<file path="config.mk">
export PLATFORM = sky130hd
export DESIGN_NAME = hardware_limit_timer
export DESIGN_NICKNAME = d
export VERILOG_FILES = /design/src/hlt_pkg.sv /design/src/hardware_limit_timer.sv /design/src/pulse_divider.sv
export VERILOG_INCLUDE_DIRS = /design/src
export SDC_FILE = /design/constraint.sdc
export NUM_CORES = 1
export LEC_CHECK = 0
export BUFFER_PORTS_ARGS = -buffer_cell sky130_fd_sc_hd__clkbuf_2
export CAP_MARGIN = 10
export CORE_UTILIZATION = 48
export DETAILED_ROUTE_END_ITERATION = 7
export GPL_ROUTABILITY_DRIVEN = 0
export PLACE_DENSITY = 0.77
export RECOVER_POWER = 50
export REMOVE_ABC_BUFFERS = 1
export SYNTH_ARGS = -nofsm -noshare
export SYNTH_HDL_FRONTEND = slang
export SYNTH_HIERARCHICAL = 1
export SYNTH_SLANG_ARGS = --single-unit
</file>
<file path="constraint.sdc">
create_clock -name clk_i -period 2.9 [get_ports clk_i]
set_input_delay 0.29 -clock clk_i [delete_from_list [all_inputs] [get_ports clk_i]]
set_output_delay 0.29 -clock clk_i [all_outputs]
set_load 0.005 [all_outputs]
</file>
<file path="src/hlt_defs.svh">
/*
  Register offsets, field widths, reset values and divider limits for the
  hardware limit timer. Assumes inclusion by bare name from design files.
*/
`ifndef HLT_DEFS_SVH
`define HLT_DEFS_SVH

// Word-aligned byte offsets on the Wishbone bus
`define OFS_COUNT 8'h00
`define OFS_PERIOD 8'h04
`define OFS_CTRL0 8'h08
`define OFS_CTRL1 8'h0c
`define OFS_FLAG 8'h10

`define ADR_W 8
`define DAT_W 32
`define BYTE_W 8
`define CTRL0_W 7
`define CTRL1_W 5
`define FLAG_W 2
`define FLAG_BIT 0
`define IRQ_EN_BIT 1

`define PERIOD_RST 8'hff
`define COUNT_RST 8'h00

// Instruction clock is a quarter of the system clock
`define INST_DIV_LIMIT 2'h3
`define INST_DIV_W 2

`define PRE_W 4
`define PRE_LIM_1 4'h0
`define PRE_LIM_4 4'h3
`define PRE_LIM_16 4'hf
`define PRE_SEL_1 2'h0
`define PRE_SEL_4 2'h1

`define POST_W 4

`define SRC_CCP 3'h0
`define SRC_CMP1 3'h1
`define SRC_CMP2 3'h2
`define SRC_FAULT 3'h3
`define SRC_GEN0 3'h4
`define SRC_GEN1 3'h5

`endif

</file>
<file path="src/hlt_pkg.sv">
/*
  Types shared by the hardware limit timer: control register layouts,
  the reset source bundle and the module state record.
  Assumes hlt_defs.svh is reachable on the include path.
*/
`include "hlt_defs.svh"

package hlt_pkg;

  typedef struct packed {
    logic [3:0] postscale_select;
    logic timer_on;
    logic [1:0] prescale_select;
  } ctrl0_t;

  typedef struct packed {
    logic [2:0] reset_source_select;
    logic fall_reset_enable;
    logic rise_reset_enable;
  } ctrl1_t;

  typedef struct packed {
    logic capture_compare_unit;
    logic comparator_one_output;
    logic comparator_two_output;
    logic generator_fault;
    logic generator_out0;
    logic generator_out1;
  } reset_src_t;

  typedef struct packed {
    logic [7:0] limit_count;
    logic [7:0] limit_period;
    ctrl0_t limit_control_0;
    ctrl1_t limit_control_1;
    logic limit_match_flag;
    logic limit_match_irq_enable;
    logic src_prev;
    logic reset_pending;
    logic limit_output;
    logic irq;
    logic ack;
    logic [31:0] rdata;
  } state_t;

endpackage

</file>
<file path="src/hardware_limit_timer.sv">
/*
  Hardware limit timer: 8-bit count/period pair with prescaler, postscaler,
  match flag and edge-triggered external clear, behind a Wishbone slave.
  Assumes all inputs synchronous to clk_i and a single-cycle classic master.
*/
// Our own choices: register access over Wishbone and the placing of the registers.
// Behaviour
// - 8-bit counter and period, software read/write
// - Counts instruction clock, quarter of system clock
// - Prescaler 1, 4 or 16 by select
// - Match at a timer tick reloads count to zero
// - Unscaled match drives limit output to generator
// - Postscaler 1:1 to 1:16 sets match flag
// - Interrupt forwarded only while enable set
// - Reset clears count, period becomes all ones
// - Count or control0 write clears both scalers
// - Control0 write leaves count unchanged
// - Three-bit select picks one of six sources
// - Source codes map to peripheral outputs or zero
// - External event clears count at next tick
// - Rising and falling edges individually enabled
// - Control1 bit1 falling, bit0 rising enable
// - External clear gives no match, no postscale
// - Sleep stops timer and holds count
// - Control0 layout: postscale, on, prescale, bit7 zero
`timescale 1ns/10ps
`include "hlt_defs.svh"

module hardware_limit_timer #(
  parameter int COUNT_W = 8
) (
  input wire logic clk_i, // 50 MHz system clock
  input wire logic rst_i, // Any device reset, synchronous
  input wire logic [`ADR_W-1:0] wb_adr_i, // Byte address
  input wire logic [`DAT_W-1:0] wb_dat_i, // Write data
  output logic [`DAT_W-1:0] wb_dat_o, // Read data
  input wire logic wb_we_i, // Write strobe qualifier
  input wire logic [3:0] wb_sel_i, // Byte enables
  input wire logic wb_cyc_i, // Bus cycle
  input wire logic wb_stb_i, // Strobe
  output logic wb_ack_o, // Acknowledge
  input wire logic sleep_i, // Processor asleep
  input wire hlt_pkg::reset_src_t reset_src_i, // Peripheral reset sources
  output logic limit_output_o, // Match pulse to output generator
  output logic limit_irq_o // Gated match interrupt
);

  if (COUNT_W != `BYTE_W)
  begin : g_bad_count
    $error("hardware_limit_timer supports an 8-bit count only");
  end

  hlt_pkg::state_t st_reg;
  hlt_pkg::state_t st_next;

  logic bus_req;
  logic wr;
  logic wr_count;
  logic wr_ctrl0;
  logic scaler_clear;
  logic inst_tick;
  logic running;
  logic pre_step;
  logic pre_tick;
  logic [`PRE_W-1:0] pre_limit;
  logic sel_src;
  logic ext_event;
  logic ext_clear;
  logic match;
  logic match_step;
  logic post_tick;

  // Instruction clock enable
  pulse_divider #(.WIDTH(`INST_DIV_W)) u_inst_div (
    .clk_i(clk_i),
    .rst_i(rst_i),
    .clear_i(1'b0),
    .step_i(1'b1),
    .limit_i(`INST_DIV_LIMIT),
    .pulse_o(inst_tick)
  );

  pulse_divider #(.WIDTH(`PRE_W)) u_prescaler (
    .clk_i(clk_i),
    .rst_i(rst_i),
    .clear_i(scaler_clear),
    .step_i(pre_step),
    .limit_i(pre_limit),
    .pulse_o(pre_tick)
  );

  pulse_divider #(.WIDTH(`POST_W)) u_postscaler (
    .clk_i(clk_i),
    .rst_i(rst_i),
    .clear_i(scaler_clear),
    .step_i(match_step),
    .limit_i(st_reg.limit_control_0.postscale_select),
    .pulse_o(post_tick)
  );

  always_comb
  begin
    st_next = st_reg;

    bus_req = wb_cyc_i & wb_stb_i & ~st_reg.ack;
    wr = bus_req & wb_we_i & wb_sel_i[0];
    wr_count = wr & (wb_adr_i == `OFS_COUNT);
    wr_ctrl0 = wr & (wb_adr_i == `OFS_CTRL0);
    scaler_clear = wr_count | wr_ctrl0;

    // Off or asleep freezes everything downstream of the instruction clock
    running = st_reg.limit_control_0.timer_on & ~sleep_i;
    pre_step = inst_tick & running;

    case (st_reg.limit_control_0.prescale_select)
      `PRE_SEL_1: pre_limit = `PRE_LIM_1;
      `PRE_SEL_4: pre_limit = `PRE_LIM_4;
      default: pre_limit = `PRE_LIM_16;
    endcase

    case (st_reg.limit_control_1.reset_source_select)
      `SRC_CCP: sel_src = reset_src_i.capture_compare_unit;
      `SRC_CMP1: sel_src = reset_src_i.comparator_one_output;
      `SRC_CMP2: sel_src = reset_src_i.comparator_two_output;
      `SRC_FAULT: sel_src = reset_src_i.generator_fault;
      `SRC_GEN0: sel_src = reset_src_i.generator_out0;
      `SRC_GEN1: sel_src = reset_src_i.generator_out1;
      default: sel_src = 1'b0;
    endcase

    st_next.src_prev = sel_src;
    ext_event = (st_reg.limit_control_1.rise_reset_enable & sel_src & ~st_reg.src_prev)
      | (st_reg.limit_control_1.fall_reset_enable & ~sel_src & st_reg.src_prev);

    // Event is held until the next timer tick consumes it
    ext_clear = pre_tick & (st_reg.reset_pending | ext_event);
    if (pre_tick)
      st_next.reset_pending = 1'b0;
    else if (ext_event)
      st_next.reset_pending = 1'b1;

    match = (st_reg.limit_count == st_reg.limit_period);
    match_step = pre_tick & match & ~ext_clear;
    st_next.limit_output = match_step;

    if (wr_count)
      st_next.limit_count = wb_dat_i[COUNT_W-1:0];
    else if (pre_tick)
    begin
      if (ext_clear | match)
        st_next.limit_count = `COUNT_RST;
      else
        st_next.limit_count = COUNT_W'(st_reg.limit_count + 1'b1);
    end

    if (wr & (wb_adr_i == `OFS_PERIOD))
      st_next.limit_period = wb_dat_i[COUNT_W-1:0];
    if (wr_ctrl0)
      st_next.limit_control_0 = hlt_pkg::ctrl0_t'(wb_dat_i[`CTRL0_W-1:0]);
    if (wr & (wb_adr_i == `OFS_CTRL1))
      st_next.limit_control_1 = hlt_pkg::ctrl1_t'(wb_dat_i[`CTRL1_W-1:0]);

    // Write one clears the flag; a same-cycle overflow wins
    if (wr & (wb_adr_i == `OFS_FLAG))
    begin
      st_next.limit_match_irq_enable = wb_dat_i[`IRQ_EN_BIT];
      if (wb_dat_i[`FLAG_BIT])
        st_next.limit_match_flag = 1'b0;
    end
    if (post_tick)
      st_next.limit_match_flag = 1'b1;
    st_next.irq = st_next.limit_match_flag & st_next.limit_match_irq_enable;

    st_next.ack = bus_req;
    if (bus_req)
    begin
      case (wb_adr_i)
        `OFS_COUNT: st_next.rdata = {{(`DAT_W-COUNT_W){1'b0}}, st_reg.limit_count};
        `OFS_PERIOD: st_next.rdata = {{(`DAT_W-COUNT_W){1'b0}}, st_reg.limit_period};
        `OFS_CTRL0: st_next.rdata = {{(`DAT_W-`CTRL0_W){1'b0}}, st_reg.limit_control_0};
        `OFS_CTRL1: st_next.rdata = {{(`DAT_W-`CTRL1_W){1'b0}}, st_reg.limit_control_1};
        `OFS_FLAG: st_next.rdata = {{(`DAT_W-`FLAG_W){1'b0}},
          st_reg.limit_match_irq_enable, st_reg.limit_match_flag};
        default: st_next.rdata = '0;
      endcase
    end
  end

  always_ff @(posedge clk_i)
  begin
    if (rst_i)
    begin
      st_reg <= '0;
      st_reg.limit_count <= `COUNT_RST;
      st_reg.limit_period <= `PERIOD_RST;
    end
    else
      st_reg <= st_next;
  end

  assign wb_dat_o = st_reg.rdata;
  assign wb_ack_o = st_reg.ack;
  assign limit_output_o = st_reg.limit_output;
  assign limit_irq_o = st_reg.irq;

endmodule // hardware_limit_timer

</file>
<file path="src/pulse_divider.sv">
/*
  Modulo counter that emits a one-cycle pulse on the step that wraps it.
  Assumes a synchronous active-high reset; clear has priority over step.
*/
`timescale 1ns/10ps

module pulse_divider #(
  parameter int WIDTH = 4
) (
  input wire logic clk_i, // System clock
  input wire logic rst_i, // Synchronous reset
  input wire logic clear_i, // Restart count at zero
  input wire logic step_i, // Advance by one
  input wire logic [WIDTH-1:0] limit_i, // Wrap value, ratio is limit+1
  output logic pulse_o // High on the wrapping step
);

  if (WIDTH < 1)
  begin : g_bad_width
    $error("pulse_divider needs WIDTH of at least 1");
  end

  logic [WIDTH-1:0] cnt_reg;
  logic [WIDTH-1:0] cnt_next;
  logic wrap;

  always_comb
  begin
    wrap = (cnt_reg >= limit_i);
    cnt_next = cnt_reg;
    pulse_o = 1'b0;
    if (clear_i)
    begin
      cnt_next = '0;
    end
    else if (step_i)
    begin
      pulse_o = wrap;
      cnt_next = wrap ? '0 : WIDTH'(cnt_reg + 1'b1);
    end
  end

  always_ff @(posedge clk_i)
  begin
    if (rst_i)
      cnt_reg <= '0;
    else
      cnt_reg <= cnt_next;
  end

endmodule // pulse_divider

</file>
==> flow_metrics.tcl, run 1 <==
set metrics [dict create \
    synth_top_area_cell "dfxtp_1" \
    status "complete, but fails checks" \
    io_pins 91 \
    crit_family "simple AND/OR/NAND/NOR gates" \
    power_frac_seq 0.512 \
    synth_area_leaders "dfxtp_1 33%, buf_4 7.6%, mux2i_1 6.1%, ha_1 5.0%, xor2_1 4.0%" \
    drv_cap 0 \
    syn_area_per_cell_sq_um 9.130 \
    rows 29 \
    synthCells 357 \
    reg2reg_from "st_reg[45]" \
    cp_max_fo 8 \
    drive_gt1_frac 0.1839 \
    p_total_uw 1428 \
    grt_use_total 0.2017 \
    area.growth.synth_to_final_pct 9.443 \
    synthDistinctLibCells 49 \
    vias 2612 \
    cts_buffer_depth 2 \
    avgRoutedWirePerCell_microns 14.65 \
    yosysSeqAreaShare 0.3255 \
    die_h_microns 84.41 \
    ant_nets 0 \
    worstPathRequired_ns 3.10 \
    setup_violations 0 \
    clk_latency_ns 0.31 \
    final_util 0.5523 \
    min_path_type "input pin to register" \
    timing.final.ws_setup_ns 0.2851 \
    p_per_area_nw_per_um2 400.4 \
    fill_cells 587 \
    crit_type "register to register" \
    drcViolationCount 9 \
    cp-start-kind "register" \
    start_util 0.5046 \
    path_clk_slew_ns 0.11 \
    syn_area_sq_um 3259 \
    combinationalPowerShare 0.068 \
    async_flop_share 0 \
    stdcell_count 474 \
    cp-end-kind "register" \
    dr.first_iter.drc_count 201 \
    period_needed_ns 2.615 \
    wl_microns 6942 \
    r2r_setup_slack_ns 0.29 \
    skew_ns 0.01440 \
    worstHoldPathCells 2 \
    viasPerCell 5.511 \
    cts_tree "yes" \
    ys_warn_count 6 \
    grt-ovfl-total 0 \
    port_buffers 39 \
    p_switching_uw 319.2 \
    synthFlopType "dfxtp_1" \
    clockPowerShare 0.420 \
    cts_buffers 5 \
    final_common_cell "dfxtp_1" \
    synth-seq-cells 53 \
    hpwl_microns 5091 \
    slowest_delay_ns 0.47 \
    r2r_end "u_postscaler/cnt_reg[3]" \
    crit_top_cell "buf_4" \
    yosys.area.top_type_share 0.3255 \
    p_int_uw 1109 \
    violations "DRC" \
    cts_setup_buffers 0 \
    leakagePower_uw 0.001436 \
    ff2ff_path_depth 12 \
    final.period_utilization 0.9017 \
    drv_slew 0 \
    diodes 0 \
    clock_sinks 53 \
    die_area_sq_um 7124 \
    clock.fmax_mhz 382.4 \
    dp.cells 466 \
    h-tree-depth 2 \
    fin_tns_setup_ns 0 \
    min_from "wb_dat_i[7]" \
    min_to "st_reg[58]" \
    crit_arrival_ns 2.81 \
    nNetsFinal 465 \
    final_cell_mix "52 x dfxtp_1, 37 x clkbuf_2, 35 x conb_1" \
    crit_slowest_cell "a2111oi_4" \
    irDropWorstVdd_v 0.0001883 \
    antenna_found_initial 0 \
    hold_viol 0 \
    die_x_microns 84.41 \
    largest_reg_flops 32 \
    cts_root_buffer "clkbuf_8" \
    worstMarginPinSlew_ns 0.6357 \
    p_sw_frac 0.2235 \
    synth_edf_count 0 \
    dr.pass1.iters 7 \
    critPathBufInv 3 \
    grt_start_max_net_pins 33 \
    path_cells "or2_2, ha_1, nand2b_4, a2111oi_4, nor4b_2, buf_4, inv_1, nor3_4, buf_4, nand4_1, xor2_1, a211oi_2" \
    grt_pass1_vias 2355 \
    pre_cts_ws_ns 0.08485 \
    grt_first_pass_wirelength_microns 11530 \
    coreArea_sq_um 6459 \
    maxSlewHeadroom 0.5762 \
    ctsHoldBuffers 0 \
]
## per-layer routing
layer,track usage,wire length (microns),share of wire,vias to the layer above
li1,-,-,-,1277
met1,0.2733,3249,0.47,1251
met2,0.3346,3260,0.47,75
met3,0.03147,326,0.047,9
met4,0.05701,106,0.015,0
met5,0,0,0,-
## final cells by class
type	instances	area [sq um]	area share
Multi-Input combinational cell	272	1958	0.5489
Sequential cell	53	1062	0.2978
Timing Repair Buffer	49	260.3	0.07296
Tap cell	77	96.34	0.02701
Clock buffer	5	68.82	0.01929
Clock inverter	3	65.06	0.01824
Inverter	15	56.30	0.01578
## kinds of logic (layout without fill, tap and decap cells)
group,after synthesis,after routing,share of synthesized area
and+or+nand+nor,122,122,0.2230
buffers and inverters,65,72,0.1159
AOI/OAI and AO/OA,61,61,0.1443
DFF,53,53,0.3255
muxes,25,25,0.09597
xor gates and xnor gates,16,16,0.04300
adders and majority gates,13,13,0.04991
other,2,35,0.002304
## timing repair
item	4_1_cts	5_1_grt
endpoints found under the setup margin	1	14
gates resized for setup	1	6
endpoints found under the hold margin	0	0
## Yosys cell counts, drive strengths merged (10+ instances only)
cell type  instances
a21oi             21
buf               37
clkbuf            13
dfxtp             53
ha                13
inv               15
mux2i             20
nand2             11
nand2b            11
nand3             10
nor2              31
nor2b             11
nor3b             12
xor2              15
## worst max path at each step
| stage | startpoint | depth (start not counted) | to |
|---|---|---|---|
| 6_report | st_reg[45] | 12 | u_postscaler/cnt_reg[3] |
| 3_5_place_dp | u_inst_div/cnt_reg[0] | 14 | u_postscaler/cnt_reg[3] |
| 5_1_grt | u_inst_div/cnt_reg[0] | 14 | u_postscaler/cnt_reg[3] |
| 2_1_floorplan | u_inst_div/cnt_reg[0] | 12 | limit_irq_o |
| 3_3_place_gp | u_inst_div/cnt_reg[0] | 14 | u_postscaler/cnt_reg[3] |
| 4_1_cts | u_inst_div/cnt_reg[0] | 14 | u_postscaler/cnt_reg[3] |
## power by group through the flow
stage                     Combinational (uW)  Clock [uW]  Sequential [uW]
after global routing                     108         639              732
final                                   97.5         600              731
after global placement                  95.7           0              748
after floorplan                         43.0           0              748
after detailed placement                97.8           0              748
after CTS                               98.5         606              731
## per-stage QoR
stage,cell area (sq um),hold slack (ns)
5_1_grt,3567,0.2126
3_3_place_gp,3428,0.4392
6_report,3567,0.2012
2_1_floorplan,3062,0.3546
4_1_cts,3568,0.1998
3_5_place_dp,3428,0.4469
No activity file was read; power rests on OpenSTA's default activity.
==> inputs of run 2 (changes only) <==
--- a/config.mk
+++ b/config.mk
@@ -8,10 +8,10 @@
 export LEC_CHECK = 0
 export BUFFER_PORTS_ARGS = -buffer_cell sky130_fd_sc_hd__clkbuf_2
 export CAP_MARGIN = 10
-export CORE_UTILIZATION = 48
+export CORE_UTILIZATION = 44
 export DETAILED_ROUTE_END_ITERATION = 7
 export GPL_ROUTABILITY_DRIVEN = 0
-export PLACE_DENSITY = 0.77
+export PLACE_DENSITY = 0.72
 export RECOVER_POWER = 50
 export REMOVE_ABC_BUFFERS = 1
 export SYNTH_ARGS = -nofsm -noshare
==> flow_metrics.tcl, run 2 (synthesis gave the netlist of run 1 again) <==
set metrics [dict create \
    antenna_found_initial 0 \
    grt_first_pass_wirelength_microns 11160 \
    viasPerCell 5.139 \
    final.period_utilization 0.8951 \
    drv_cap 0 \
    final_cell_mix "53 x dfxtp_1, 35 x conb_1, 32 x clkbuf_2" \
    min_path_type "input pin to register" \
    path_cells "inv_1, ha_1, nand2b_1, a21oi_1, nor3b_1, and3b_1, nor4b_2, inv_1, nor3_2, buf_4, nand4_1, xor2_1, a211oi_2" \
    top_layer "met4" \
    worstMarginPinSlew_ns 0.6445 \
    route.met3.wl_microns 255 \
    grt_use_total 0.1873 \
    die_area_sq_um 7755 \
    period_needed_ns 2.596 \
    ctsHoldBuffers 0 \
    pre_cts_ws_ns 0.05925 \
    hpwl_microns 5037 \
    irDropWorstVdd_v 0.0001901 \
    drv_slew 0 \
    cp-end-kind "register" \
    skew_ns 0.006189 \
    status "finished clean" \
    cts_root_buffer "clkbuf_8" \
    dp.cells 487 \
    fin_tns_setup_ns 0 \
    leakagePower_uw 0.001382 \
    critPathBufInv 3 \
    vias 2544 \
    drcViolationCount 0 \
    hold_viol 0 \
    p_total_uw 1243 \
    hold_slack_ns 0.1947 \
    port_buffers 39 \
    clk_latency_ns 0.32 \
    rows 31 \
    setup_violations 0 \
    grt_pass1_vias 2351 \
    coreArea_sq_um 7214 \
    largest_reg_flops 32 \
    maxSlewHeadroom 0.5703 \
    cp-start-kind "register" \
    dr.pass1.iters 4 \
    crit_family "simple AND/OR/NAND/NOR gates" \
    die_x_microns 88.07 \
    dr.first_iter.drc_count 94 \
    grt_start_max_net_pins 34 \
    slowest_delay_ns 0.38 \
    crit_slowest_cell "dfxtp_1" \
    wl_microns 6751 \
    wl_met1_microns 3309 \
    timing.final.ws_setup_ns 0.3042 \
    crit_type "register to register" \
    wl_met2_microns 3093 \
    nNetsFinal 464 \
    worstPathRequired_ns 3.15 \
    crit_arrival_ns 2.84 \
    p_per_area_nw_per_um2 354.4 \
    stdcell_count 495 \
    final_common_cell "dfxtp_1" \
    cts_buffers 5 \
    io_pins 91 \
    area.growth.synth_to_final_pct 7.639 \
    ant_nets 0 \
    die_h_microns 88.07 \
    avgRoutedWirePerCell_microns 13.64 \
    cts_buffer_depth 2 \
    grt-ovfl-total 0 \
    clock_sinks 53 \
    cts_tree "yes" \
    cts_resized 0 \
    diodes 0 \
    drive_gt1_frac 0.1591 \
    cts_setup_buffers 0 \
    clock.fmax_mhz 385.2 \
    path_clk_slew_ns 0.10 \
    crit_top_cell "inv_1" \
    h-tree-depth 2 \
    start_util 0.4518 \
    cp_max_fo 8 \
]
run 2: cell types whose count changed in the layout (fill, tap and decap cells not counted), sizes merged:
| cell | previous run | this run |
|---|---|---|
| clkinv | 1 | 2 |
| buf | 8 | 7 |
| bufinv | 2 | 0 |
| clkbuf | 46 | 47 |
run 2: final timing paths:
check / startpoint / cells past startpoint / slack [ns] / to
max: u_inst_div/cnt_reg[0] / 13 / 0.30 / u_postscaler/cnt_reg[3]
min: wb_dat_i[7] / 2 / 0.19 / st_reg[58]
max reg2reg: u_inst_div/cnt_reg[0] / 13 / 0.30 / u_postscaler/cnt_reg[3]
min reg2reg: wb_dat_o[1] / 2 / 0.46 / wb_dat_o[1]
run 2: power by group:
group          switching, uW  leakage (uW)  total [uW]  internal (uW)
Clock                    248     0.0000450         416            168
Sequential              1.54      0.000428         731            729
Combinational           60.3      0.000910        96.4           36.0
run 2: worst register-to-register path: stages (launching register included):
cell,delay (ns)
dfxtp_1,0.38
inv_1,0.07
ha_1,0.26
nand2b_1,0.11
a21oi_1,0.09
nor3b_1,0.18
and3b_1,0.21
nor4b_2,0.28
inv_1,0.11
nor3_2,0.22
buf_4,0.18
nand4_1,0.10
xor2_1,0.17
a211oi_2,0.14
run 2: cell type report:
cell class | count | area [sq um]
fill | 699 | 3706
multi-input combinational | 272 | 1938
sequential | 53 | 1061
timing repair buffer | 48 | 246.5
tap | 99 | 123.9
clock buffer | 6 | 72.57
inverter | 15 | 56.30
clock inverter | 2 | 10.01
run 2: stage by stage:
step / area (sq um) / util
detailed placement: 3448 / 0.4780
finish: 3508 / 0.4863
global placement: 3448 / 0.4780
floorplan: 3062 / -
global route: 3508 / 0.4863
CTS: 3531 / 0.4894
run 2: layer usage:
layer,vias to the layer above,global-route usage
met5,-,0
met4,0,0.05718
met3,10,0.03110
met2,56,0.3101
met1,1204,0.2503
li1,1274,-
==> inputs of run 3 (changes only) <==
==> constraint.sdc (replaced) <==
create_clock -name clk_i -period 2.1 [get_ports clk_i]
set_input_delay 0.21 -clock clk_i [delete_from_list [all_inputs] [get_ports clk_i]]
set_output_delay 0.21 -clock clk_i [all_outputs]
set_load 0.005 [all_outputs]
==> flow_metrics.tcl, run 3 (synthesis gave the netlist of run 1 again) <==
set metrics [dict create \
    p_int_uw 1467 \
    cts_tree "yes" \
    cp-start-kind "register" \
    crit_type "register to register" \
    start_util 0.4518 \
    grt_start_max_net_pins 35 \
    drcViolationCount 0 \
    crit_arrival_ns 2.56 \
    ctsHoldBuffers 0 \
    cp-end-kind "register" \
    path_cells "inv_2, ha_4, nand2b_4, a21oi_2, nor3b_1, and3b_2, nor4b_4, buf_4, buf_6, nand2b_4, nor2_4, nand2_4, o32ai_2" \
    leakagePower_uw 0.001702 \
    final.period_utilization 1.114 \
    timing.final.ws_setup_ns -0.2390 \
    violations "setup timing" \
    pre_cts_ws_ns -0.4143 \
    fin_area_sq_um 4146 \
    power_frac_seq 0.534 \
    largest_reg_flops 32 \
    cts_root_buffer "clkbuf_8" \
    maxSlewHeadroom 0.5707 \
    grt_pass1_vias 2690 \
    hpwl_microns 5483 \
    p_per_area_nw_per_um2 456.1 \
    clock_sinks 53 \
    die_area_sq_um 7755 \
    min_path_type "input pin to register" \
    hold_viol 0 \
    period_needed_ns 2.339 \
    final_common_cell "dfxtp_1" \
    worstMarginPinSlew_ns 0.6439 \
    clk_latency_ns 0.30 \
    p_switching_uw 424.0 \
    drv_cap 0 \
    die_h_microns 88.07 \
    antenna_found_initial 0 \
    port_buffers 39 \
    die_x_microns 88.07 \
    dr.pass1.iters 4 \
    crit_slowest_cell "dfxtp_2" \
    diodes 0 \
    nNetsFinal 505 \
    io_pins 91 \
    clockPowerShare 0.379 \
    dr.first_iter.drc_count 118 \
    stdcell_count 536 \
    viasPerCell 5.168 \
    setup_violations 14 \
    p_sw_frac 0.2242 \
    fin_tns_setup_ns -2.216 \
    path_clk_slew_ns 0.10 \
    skew_ns 0.004888 \
    status "complete, but fails checks" \
    grt-ovfl-total 0 \
    cp_max_fo 8 \
    area.growth.synth_to_final_pct 27.22 \
    grt_use_total 0.2056 \
    avgRoutedWirePerCell_microns 14.42 \
    coreArea_sq_um 7214 \
    rsz0062_at_grt "true" \
    vias 2770 \
    worstPathRequired_ns 2.32 \
    final_cell_mix "50 x dfxtp_1, 42 x buf_4, 35 x conb_1" \
    cts_buffer_depth 2 \
    ant_nets 0 \
    dpl_cell_area_sq_um 3721 \
    rows 31 \
    clock.fmax_mhz 427.5 \
    drive_gt1_frac 0.3249 \
    slowest_delay_ns 0.34 \
    grt_first_pass_wirelength_microns 12300 \
    crit_top_cell "nand2b_4" \
    irDropWorstVdd_v 0.0003253 \
    wl_microns 7729 \
    fill_cells 645 \
    drv_slew 0 \
    cts_buffers 5 \
    h-tree-depth 2 \
    combinationalPowerShare 0.088 \
    dp.cells 520 \
]
==> run 3: power groups by stage <==
| stage | clock network (uW) | logic [uW] | registers, uW |
|---|---|---|---|
| finish | 716 | 166 | 1010 |
| global route | 772 | 184 | 1010 |
| CTS | 730 | 165 | 1010 |
| detailed placement | 0 | 151 | 1030 |
| global placement | 0 | 148 | 1030 |
| floorplan | 0 | 59.4 | 1030 |
==> run 3: path summary, 6_finish.rpt <==
check / from / endpoint / slack (ns) / cells after the start
worst min-delay path: wb_dat_i[7] / st_reg[58] / 0.15 / 2
worst max register to register: u_inst_div/cnt_reg[0] / st_reg[66] / -0.24 / 13
worst min register to register: wb_dat_o[7] / wb_dat_o[7] / 0.46 / 2
worst max-delay path: u_inst_div/cnt_reg[0] / st_reg[66] / -0.24 / 13
==> run 3: area by class of cell <==
cell class	count	area, sq um	share of cell area
inverters	15	56.30	0.01358
well taps	99	123.9	0.02987
multi-input cells	272	2181	0.5259
repair buffers	89	604.3	0.1457
clock buffers	7	86.33	0.02082
flip-flops and latches	53	1065	0.2568
clock inverters	1	30.03	0.007242
==> run 3: timing repair <==
action / CTS / global route
endpoints found under the hold margin: 0 / 0
gates cloned: 1 / 0
resized for setup: 39 / 10
pin swaps: 16 / 15
endpoints found under the setup margin: 16 / 15
setup buffers: 5 / 5
==> run 3: metal layers <==
metal,GRT usage,vias to the layer above,part of all wire
met5,0,-,0
met4,0.05718,0,0.018
li1,-,1352,-
met2,0.3742,82,0.50
met3,0.03110,13,0.042
met1,0.2512,1323,0.44
==> run 3: critical path, delay by kind of cell, from the launching register on <==
kind / cells / cell delay (ns)
AND/OR/NAND/NOR: 7 / 1.01
flip-flops: 1 / 0.34
adder cells (fa/ha/maj): 1 / 0.25
AO/OA/AOI/OAI: 2 / 0.33
buffers and inverters: 3 / 0.33
==> run 3: metrics by stage <==
stage / utilization / hold slack (ns) / total power [uW]
final: 0.5747 / 0.1534 / 1891
after CTS: 0.5697 / 0.1490 / 1904
after floorplan: - / 0.2746 / 1092
after global placement: 0.5158 / 0.4411 / 1180
after global routing: 0.5747 / 0.1440 / 1965
after detailed placement: 0.5158 / 0.4520 / 1183
